## src/hw/gppi_regs.svh

```systemverilog
// Register offsets, field positions, reset values and timing counts for the poll interrupt block
`ifndef GPPI_REGS_SVH
`define GPPI_REGS_SVH

`define GPPI_ADDR_SUPPORT 24'h470003
`define GPPI_ADDR_CTRL_STATUS 24'h470007
`define GPPI_ADDR_LINE_MASK 24'h470009

`define GPPI_BIT_ENABLE 7
`define GPPI_BIT_PENDING 6
`define GPPI_BIT_DMA_EN 0

`define GPPI_RESET_MASK 8'h00
`define GPPI_POLL_REG_SEL 3'h6

`define GPPI_CLK_MHZ 20
`define GPPI_HOLD_MIN_NS 800
`define GPPI_HOLD_MAX_NS 900
// Release time: least 800 ns rounds up to 16 cycles at 50 ns
`define GPPI_HOLD_CYCLES ((`GPPI_HOLD_MIN_NS * `GPPI_CLK_MHZ + 999) / 1000)
`define GPPI_SETTLE_NS 150
`define GPPI_SETTLE_CYCLES ((`GPPI_SETTLE_NS * `GPPI_CLK_MHZ + 999) / 1000)

`endif

```

## src/hw/gppi_pkg.sv

```systemverilog
// Types shared by the parallel poll interrupt block
package gppi_pkg;

   typedef enum logic [2:0] {
      GPPI_IDLE,
      GPPI_WAIT_CYCLE,
      GPPI_SETTLE,
      GPPI_SAMPLE,
      GPPI_RELEASE,
      GPPI_WAIT_IO_END,
      GPPI_WAIT_CLEAR
   } gppi_state_t;

   typedef struct packed {
      logic [23:0] addr;
      logic [7:0] wdata;
      logic rd;
      logic wr;
   } gppi_cpu_req_t;

   typedef struct packed {
      logic oe;
      logic [2:0] sel;
      logic rd;
   } gppi_local_drive_t;

endpackage

```

## src/hw/gppi_sync.sv

```systemverilog
// Two-flop synchroniser for a bus of asynchronous inputs
`timescale 1ns/1ps
module gppi_sync #(
   parameter int WIDTH = 8
) (
   input wire logic ref_clk,
   input wire logic rstn,
   input wire logic [WIDTH-1:0] async_in,
   output logic [WIDTH-1:0] sync_out
);
   logic [WIDTH-1:0] stage1;

   always_ff @(posedge ref_clk) begin
      if (!rstn) begin
         stage1 <= '0;
         sync_out <= '0;
      end else begin
         stage1 <= async_in;
         sync_out <= stage1;
      end
   end
endmodule

```

## src/hw/gppi_top.sv

```systemverilog
// Parallel poll interrupt generator with control, mask and support registers
`timescale 1ns/1ps
`include "gppi_regs.svh"

// Overview of operation
// Control bit 7 enables poll interrupts.
// Bit 6 sets when response detected.
// Writing zero to bit 6 clears it.
// Control bits 5..0 read zero, ignore writes.
// Mask register; zero bit ignores line.
// Mask bit 7 is line 8, down.
// Response is logic one on unmasked line.
// Wait for non-I/O cycle before taking bus.
// Select register 6, await data, then sample.
// Stall I/O access 800-900 ns while releasing.
// After I/O cycle, wait for next cycle.
// Response asserts interrupt level 3.
// Release local bus when raising interrupt.
// No resampling until pending flag cleared.
// Software never enables DMA with polling.
// Support bit 0 enables channel 0 DMA.
// Interrupt driven only when pending and enabled.
// Reset clears flags, idles, releases bus.
module gppi_top (
   ref_clk,
   rstn,
   cpu_req,
   cpu_io_cycle,
   cpu_cycle_active,
   cpu_rdata,
   cpu_stall,
   poll_data,
   local_drive,
   irq_level3,
   dma_channel0_enable
);
   input wire logic ref_clk;
   input wire logic rstn;
   input wire gppi_pkg::gppi_cpu_req_t cpu_req;
   input wire logic cpu_io_cycle;
   input wire logic cpu_cycle_active;
   output logic [7:0] cpu_rdata;
   output logic cpu_stall;
   input wire logic [7:0] poll_data;
   output gppi_pkg::gppi_local_drive_t local_drive;
   output logic irq_level3;
   output logic dma_channel0_enable;

   localparam logic [4:0] HOLD_CYCLES = 5'(`GPPI_HOLD_CYCLES);
   localparam logic [4:0] SETTLE_CYCLES = 5'(`GPPI_SETTLE_CYCLES);

   gppi_pkg::gppi_state_t state;
   gppi_pkg::gppi_state_t next_state;
   logic poll_irq_enable;
   logic poll_irq_pending;
   logic [7:0] poll_line_mask;
   logic [4:0] wait_count;
   logic [7:0] data_sync;
   logic response_hit;
   logic sel_ctrl;
   logic sel_mask;
   logic sel_support;
   logic count_done;

   // Poll data lines arrive from the pins
   gppi_sync #(.WIDTH(8)) u_sync (
      .ref_clk(ref_clk),
      .rstn(rstn),
      .async_in(poll_data),
      .sync_out(data_sync)
   );

   assign sel_ctrl = cpu_req.addr == `GPPI_ADDR_CTRL_STATUS;
   assign sel_mask = cpu_req.addr == `GPPI_ADDR_LINE_MASK;
   assign sel_support = cpu_req.addr == `GPPI_ADDR_SUPPORT;
   assign count_done = wait_count == 5'h00;

   // Bit i of the mask gates data line i+1
   assign response_hit = |(data_sync & poll_line_mask);

   always_ff @(posedge ref_clk) begin
      if (!rstn) begin
         poll_irq_enable <= 1'b0;
      end else if (cpu_req.wr && sel_ctrl && !cpu_stall) begin
         poll_irq_enable <= cpu_req.wdata[`GPPI_BIT_ENABLE];
      end
   end

   // Hardware set wins over a software acknowledge
   always_ff @(posedge ref_clk) begin
      if (!rstn) begin
         poll_irq_pending <= 1'b0;
      end else if (state == gppi_pkg::GPPI_SAMPLE && response_hit) begin
         poll_irq_pending <= 1'b1;
      end else if (cpu_req.wr && sel_ctrl && !cpu_stall
                   && !cpu_req.wdata[`GPPI_BIT_PENDING]) begin
         poll_irq_pending <= 1'b0;
      end
   end

   always_ff @(posedge ref_clk) begin
      if (!rstn) begin
         poll_line_mask <= `GPPI_RESET_MASK;
      end else if (cpu_req.wr && sel_mask && !cpu_stall) begin
         poll_line_mask <= cpu_req.wdata;
      end
   end

   always_ff @(posedge ref_clk) begin
      if (!rstn) begin
         dma_channel0_enable <= 1'b0;
      end else if (cpu_req.wr && sel_support && !cpu_stall) begin
         dma_channel0_enable <= cpu_req.wdata[`GPPI_BIT_DMA_EN];
      end
   end

   always_ff @(posedge ref_clk) begin
      if (!rstn) begin
         cpu_rdata <= 8'h00;
      end else if (cpu_req.rd) begin
         if (sel_ctrl) begin
            cpu_rdata <= {poll_irq_enable, poll_irq_pending, 6'h00};
         end else if (sel_mask) begin
            cpu_rdata <= poll_line_mask;
         end else if (sel_support) begin
            cpu_rdata <= {7'h00, dma_channel0_enable};
         end else begin
            cpu_rdata <= 8'h00;
         end
      end
   end

   always_ff @(posedge ref_clk) begin
      if (!rstn) begin
         irq_level3 <= 1'b0;
      end else begin
         irq_level3 <= poll_irq_pending && poll_irq_enable;
      end
   end

   always_comb begin
      next_state = state;
      unique case (state)
         gppi_pkg::GPPI_IDLE: begin
            if (poll_irq_enable && !poll_irq_pending) begin
               next_state = gppi_pkg::GPPI_WAIT_CYCLE;
            end
         end
         gppi_pkg::GPPI_WAIT_CYCLE: begin
            if (!poll_irq_enable) begin
               next_state = gppi_pkg::GPPI_IDLE;
            end else if (cpu_cycle_active && !cpu_io_cycle) begin
               next_state = gppi_pkg::GPPI_SETTLE;
            end
         end
         gppi_pkg::GPPI_SETTLE: begin
            if (cpu_io_cycle || !poll_irq_enable) begin
               next_state = gppi_pkg::GPPI_RELEASE;
            end else if (count_done) begin
               next_state = gppi_pkg::GPPI_SAMPLE;
            end
         end
         gppi_pkg::GPPI_SAMPLE: begin
            if (response_hit || cpu_io_cycle || !poll_irq_enable) begin
               next_state = gppi_pkg::GPPI_RELEASE;
            end
         end
         gppi_pkg::GPPI_RELEASE: begin
            if (count_done) begin
               next_state = gppi_pkg::GPPI_WAIT_IO_END;
            end
         end
         gppi_pkg::GPPI_WAIT_IO_END: begin
            if (!cpu_io_cycle) begin
               next_state = poll_irq_pending ? gppi_pkg::GPPI_WAIT_CLEAR
                                             : gppi_pkg::GPPI_IDLE;
            end
         end
         gppi_pkg::GPPI_WAIT_CLEAR: begin
            if (!poll_irq_pending) begin
               next_state = gppi_pkg::GPPI_IDLE;
            end
         end
      endcase
   end

   always_ff @(posedge ref_clk) begin
      if (!rstn) begin
         state <= gppi_pkg::GPPI_IDLE;
      end else begin
         state <= next_state;
      end
   end

   always_ff @(posedge ref_clk) begin
      if (!rstn) begin
         wait_count <= 5'h00;
      end else if (next_state != state) begin
         if (next_state == gppi_pkg::GPPI_SETTLE) begin
            wait_count <= SETTLE_CYCLES - 5'h01;
         end else if (next_state == gppi_pkg::GPPI_RELEASE) begin
            wait_count <= HOLD_CYCLES - 5'h01;
         end else begin
            wait_count <= 5'h00;
         end
      end else if (!count_done) begin
         wait_count <= wait_count - 5'h01;
      end
   end

   // Local bus is driven only while borrowed
   always_ff @(posedge ref_clk) begin
      if (!rstn) begin
         local_drive <= '0;
      end else if (next_state == gppi_pkg::GPPI_SETTLE
                   || next_state == gppi_pkg::GPPI_SAMPLE) begin
         local_drive.oe <= 1'b1;
         local_drive.sel <= `GPPI_POLL_REG_SEL;
         local_drive.rd <= 1'b1;
      end else begin
         local_drive <= '0;
      end
   end

   // I/O access held while the bus is borrowed or being freed
   always_ff @(posedge ref_clk) begin
      if (!rstn) begin
         cpu_stall <= 1'b0;
      end else begin
         cpu_stall <= cpu_io_cycle
                      && (next_state == gppi_pkg::GPPI_SETTLE
                          || next_state == gppi_pkg::GPPI_SAMPLE
                          || next_state == gppi_pkg::GPPI_RELEASE);
      end
   end

endmodule
```

## config.mk

```make
export PLATFORM = sky130hd
export DESIGN_NAME = gppi_top
export DESIGN_NICKNAME = d
export VERILOG_FILES = /design/src/hw/gppi_pkg.sv /design/src/hw/gppi_sync.sv /design/src/hw/gppi_top.sv
export VERILOG_INCLUDE_DIRS = /design/src /design/src/hw
export SDC_FILE = /design/constraint.sdc
export NUM_CORES = 1
export LEC_CHECK = 0
export BUFFER_PORTS_ARGS = -buffer_cell sky130_fd_sc_hd__buf_4
export CAP_MARGIN = 20
export CORE_MARGIN = 4
export CORE_UTILIZATION = 51
export CTS_BUF_LIST = sky130_fd_sc_hd__clkbuf_16
export DETAILED_ROUTE_END_ITERATION = 12
export MAX_ROUTING_LAYER = met4
export PLACE_DENSITY = 0.86
export SLEW_MARGIN = 5
export SYNTH_ARGS = -nofsm -noshare
export SYNTH_HDL_FRONTEND = slang
export SYNTH_SLANG_ARGS = --single-unit
```

## constraint.sdc

```tcl
create_clock -name ref_clk -period 5.02 [get_ports ref_clk]
set_input_delay 0.502 -clock ref_clk [delete_from_list [all_inputs] [get_ports ref_clk]]
set_output_delay 0.502 -clock ref_clk [all_outputs]
set_load 0.01 [all_outputs]
```

# After elaboration in Yosys (flattened, before gate mapping)
# Index checks and enable logic that the tools add are counted.
# Widths: inputs -> output; s select.
totals:
  reg_bits: 50
  input_bits: 46
  out_inout_bits: 16
  word_cells: 77
classes:
  addsub: 1
  eq_ne: 14
  n_mux: 21
  bitwise_logic: 1
  n_reduce_logical: 26
op_table:
  columns: ["op", "count"]
  rows:
  - ["$eq 24x23->1 const B", 3]
  - ["$mux 3", 10]
  - ["$pmux 3 s7", 1]
  - ["$mux 8", 2]
  - ["$mux 5", 3]
  - ["$eq 3x2->1 const B", 4]
  - ["$eq 3x3->1 const B", 4]
  - ["$logic_and 1x1->1", 12]
  - ["$and 8x8->8", 1]
  - ["$mux 4", 2]
  - ["$reduce_or 8->1", 1]
  - ["$logic_not 1->1", 5]
  - ["$logic_not 5->1", 1]
  - ["$logic_or 1x1->1", 5]
  - ["$sub 5x1->5 const B", 1]
  - ["$eq 3x1->1 const B", 1]
  - ["$logic_not 3->1", 1]
  - ["$mux 1", 3]
  - ["$ne 3x3->1", 1]
  - ["$ne 2x1->1 const B", 1]
  - ["$reduce_bool 2->1", 1]

# Depth between registers and ports, before layout
depth:
  word_depth: 10
  mapped_depth: 9
  mapped_depth_nobuf: 8

# Hierarchy
# From an unflattened synthesis, not the netlist that was laid out.
unflattened:
  hier_cells: 230
  hier_area_um2: 2132.0
by_module_without_submodules:
  columns: ["module", "n_inst", "cells_per_inst", "area_each_um2", "seq_area_each_um2"]
  rows:
  - ["gppi_top", 1, 197, 1685.4, 600.6]
  - ["gppi_sync", 1, 33, 446.7, 320.3]

# Worst setup path after synthesis
# No wires, ideal clock.
synth_timing:
  path_type: "input-to-reg"
  start: "input port cpu_req[19] in the netlist's numbering"
  end: "register poll_line_mask[0]"
  setup_ns: 0.116
  t_arrival_ns: 1.781
  t_required_ns: 4.904
  path_slack_ns: 3.123
  stages: 7
  path_buffers: 1
  cell_sequence: "nor4b_1 -> nand3_1 -> nor3_2 -> and3_1 -> buf_2 -> mux2i_1 -> nor2b_1"
synth_via:
  elab_chain_len: 3
synth_lines:
  columns: ["item", "line_no", "source"]
  rows:
  - ["from (decl)", "gppi_top.sv:39", "input wire gppi_pkg::gppi_cpu_req_t cpu_req;"]
  - ["$eq 24x23->1 (no source line)", null, null]
  - ["$logic_and 1x1->1 (2 in a row)", "gppi_top.sv:104", "end else if (cpu_req.wr && sel_mask && !cpu_stall) begin"]
  - ["to (signal assigned)", "gppi_top.sv:103", "poll_line_mask <= `GPPI_RESET_MASK;"]
  - ["to (signal assigned)", "gppi_top.sv:105", "poll_line_mask <= cpu_req.wdata;"]
  - ["to (decl)", "gppi_top.sv:56", "logic [7:0] poll_line_mask;"]
# No other way between the ends.
# A chain may end at the register's enable or synchronous reset.

# Final worst setup path
layout_timing:
  start: "register wait_count[0]"
  end: "register wait_count[0]"
layout_via:
  elab_chain_len: 8
  elab_cells_between_ends: 14
  classes_between: "add/sub (1); eq/ne (4); mux (8); reduce/logical (1)"
layout_lines:
  columns: ["item", "line_no", "source"]
  rows:
  - ["from (decl)", "gppi_top.sv:57", "logic [4:0] wait_count;"]
  - ["from (signal assigned)", "gppi_top.sv:200", "wait_count <= SETTLE_CYCLES - 5'h01;"]
  - ["from (signal assigned)", "gppi_top.sv:202", "wait_count <= HOLD_CYCLES - 5'h01;"]
  - ["from (signal assigned)", "gppi_top.sv:207", "wait_count <= wait_count - 5'h01;"]
  - ["$logic_not 5->1", "gppi_top.sv:76", "assign count_done = wait_count == 5'h00;"]
  - ["$mux 3", "gppi_top.sv:159", "end else if (count_done) begin"]
  - ["$mux 3", "gppi_top.sv:157", "if (cpu_io_cycle || !poll_irq_enable) begin"]
  - ["$pmux 3 s7", "gppi_top.sv:143", "unique case (state)"]
  - ["$eq 3x3->1", "gppi_top.sv:201", "end else if (next_state == gppi_pkg::GPPI_RELEASE) begin"]
  - ["$mux 4", "gppi_top.sv:201", null]
  - ["$mux 4", "gppi_top.sv:199", "if (next_state == gppi_pkg::GPPI_SETTLE) begin"]
  - ["$mux 5", "gppi_top.sv:198", "end else if (next_state != state) begin"]
# Parallel ways exist; a longest one is shown, timed or not. The select of a mux whose other input is x is not followed.

==> reports/results.ini <==
[worst_setup_path]
crit_chain=inv_1, ha_1, or4b_1, nor2_1, o22ai_1, a31oi_4, o21ai_2, o31ai_2
critPathKind=reg -> reg
critPathLaunchType=flop
worstPathRequired_ns=5.22
arrival_ns=2.29
end_kind=flop
cp_slowest_stage_delay_ns=0.59
crit_fanout=7
slowest_stage=or4b_1
cp_top_family=simple AND/OR/NAND/NOR gates
reg2reg_slack_ns=2.93
path_buf_inv=1

[floorplanning]
io_pins=62
die_w_um=74.6
core_mm2=0.00414
rows=23
start_util=0.546
dieArea_mm2=0.00556
fp.dieH_um=74.6

[placed_design]
io_buffers=60
gp_congestion=0.952
pre_cts_ws_ns=2.66
dp_hpwl_mm=3.89

[sta]
hold_viol_final=0
slew_viol_final=0
tns_ns=0
period_minus_slack_ns=2.09
maxSlewHeadroom=0.618
skew_ns=0.00616
period_share=0.416
fin_ws_ns=2.93
finalSetupViolCount=0
worst_slew_pin_slew_ns=0.572
fmax_mhz=479
rsz0062_at_grt=false

[synth]
synth_top_area_cell=dfxtp_1
ys_types=55
synth.most_common_cell=dfxtp_1
synthTopCellsByCount=dfxtp_1 (46), nor2b_1 (26), and2_1 (22), a21oi_1 (14)
ys_async_sr_fraction=0
ys_warn_count=0
synth_edf_count=0
synth_seq_area_share=0.407
syn_nets=300
synth.top_cells.by_area=dfxtp_1 (41%), nor2b_1 (7.2%), and2_1 (6.1%)
syn_inst=252
ys_ff_latch=46
syn_avg_cell_area_um2=8.97
synth_area_mm2=0.00226
synth_top_area_share=0.407
yosys_most_used_dff=dfxtp_1

[clock_network]
h-tree-depth=2
cts_buffer_depth=2
cts_sinks=46
cts-root-buf=clkbuf_16
cts_resized=0
cts-buffers-inserted=5
ctsHoldBuffers=0
insertion_delay_ns=0.28
cts_tree=yes
clkTransAtPathRegs_ns=0.06
post-cts-setup-buffers=0

[power_and_ir_drop]
p_leak_nw=1.14
ir_drop_mv=0.290
p_sw_uw=330
sw_frac_of_total=0.315
p_int_uw=718
power_density_mw_per_mm2=370
pwr-share-clk=0.301
power_frac_seq=0.424
p_comb_frac=0.276

[finish]
final_nets=350
antennaDiodeCount=0
fillers=322
drive_gt1_frac=0.261
area_growth_pct=25.4

[routing]
totalWireLength_mm=5.24
via_per_inst=5.65
drc=0
ant_nets=0
wl_per_cell_um=14.9
num_vias=1993
drtIter0Drc=163
drtPass1Iterations=4

[global_route]
grt_pass1_vias=1893
grt_overflow=0
antenna_found_initial=0
grt_use_total=0.202
grt_pass1_wl_mm=8.33
grt_max_degree=46

[worst_hold_path]
min-delay-path-class=in -> reg

[flow_run]
cap_viol_max_count=0

[run_status]
status=finished, final reports clean

-- per-stage QoR --
stage	area, um^2	util	power, mW	instances	hold slack [ns]
floorplan	2260	-	0.661	252	0.412
global placement	2690	0.650	0.727	345	0.415
detailed placement	2690	0.650	0.737	345	0.422
CTS	2840	0.684	1.05	353	0.420
global route	2840	0.684	1.11	353	0.418
finish	2840	0.684	1.05	353	0.423
-- layout make-up --
cell class / instances / area (um^2) / share of cell area
multi-input cells: 178 / 1220 / 0.429
flip-flops and latches: 46 / 921 / 0.325
repair buffers: 60 / 450 / 0.159
clock buffers: 5 / 125 / 0.0441
well taps: 50 / 62.6 / 0.0221
inverters: 11 / 41.3 / 0.0146
clock inverters: 3 / 17.5 / 0.00618
-- layer usage --
metal,share of wire,track usage
met2,0.45,0.318
met1,0.42,0.242
met4,0.015,0.0889
met3,0.11,0.0514
met5,0,-
-- placed cells by master (no fill, tap or decap), types with 3 or more instances in the layout --
cell type and count:
buf_4 60, dfxtp_1 46, nor2b_1 26, and2_1 22
a21oi_1 14, inv_1 12, nand2_1 11, mux2i_1 10
nor2_1 7, nand2b_1 7, nor3_1 7, o21ai_0 5
and3_1 5, clkbuf_16 5, nand3_1 4, nand4_1 4
a22oi_1 4, nor4b_1 3, a22oi_2 3, o22ai_1 3
o32ai_1 3
-- state kept, by name, summed over array words and instances, names as in the netlist --
register             count
irq_level3               1
poll_irq_pending         1
dma_channel0_enable      1
cpu_stall                1
wait_count               5
poll_line_mask           8
u_sync.stage1            8
cpu_rdata                8
u_sync.sync_out          8
state                    3
poll_irq_enable          1
local_drive              1
-- worst reg2reg max path: cells and delay by family, from the launching register on --
kind,cells,cell delay [ns]
flip-flops,1,0.33
adder cells (fa/ha/maj),1,0.19
AND/OR/NAND/NOR,2,0.72
AO/OA/AOI/OAI,4,0.68
buffers and inverters,1,0.08
-- logic make-up after synthesis --
| kind of cell | count (synthesis) | share of synthesized area |
|---|---|---|
| AND/OR/NAND/NOR | 112 | 0.303 |
| AO/OA/AOI/OAI | 50 | 0.166 |
| flip-flops | 46 | 0.407 |
| XOR/XNOR | 2 | 0.00775 |
| other | 1 | 0.00166 |
| buffers and inverters | 28 | 0.0542 |
| multiplexers | 11 | 0.0493 |
| adder cells (fa/ha/maj) | 2 | 0.0111 |
-- worst paths after layout --
path / from / endpoint / depth (start not counted)
hold / removal: poll_data[4] / u_sync.stage1[4] / 2
setup / recovery: wait_count[0] / wait_count[0] / 8
hold reg to reg: u_sync.stage1[0] / u_sync.sync_out[0] / 1
setup reg to reg: wait_count[0] / wait_count[0] / 8
-- power by group through the flow --
stage / Clock (mW) / Combinational (mW) / Sequential (mW)
detailed placement: 0 / 0.286 / 0.451
global placement: 0 / 0.277 / 0.450
CTS: 0.321 / 0.288 / 0.442
finish: 0.315 / 0.289 / 0.444
floorplan: 0 / 0.235 / 0.426
global route: 0.339 / 0.325 / 0.449
(Power assumes the default switching activity.)
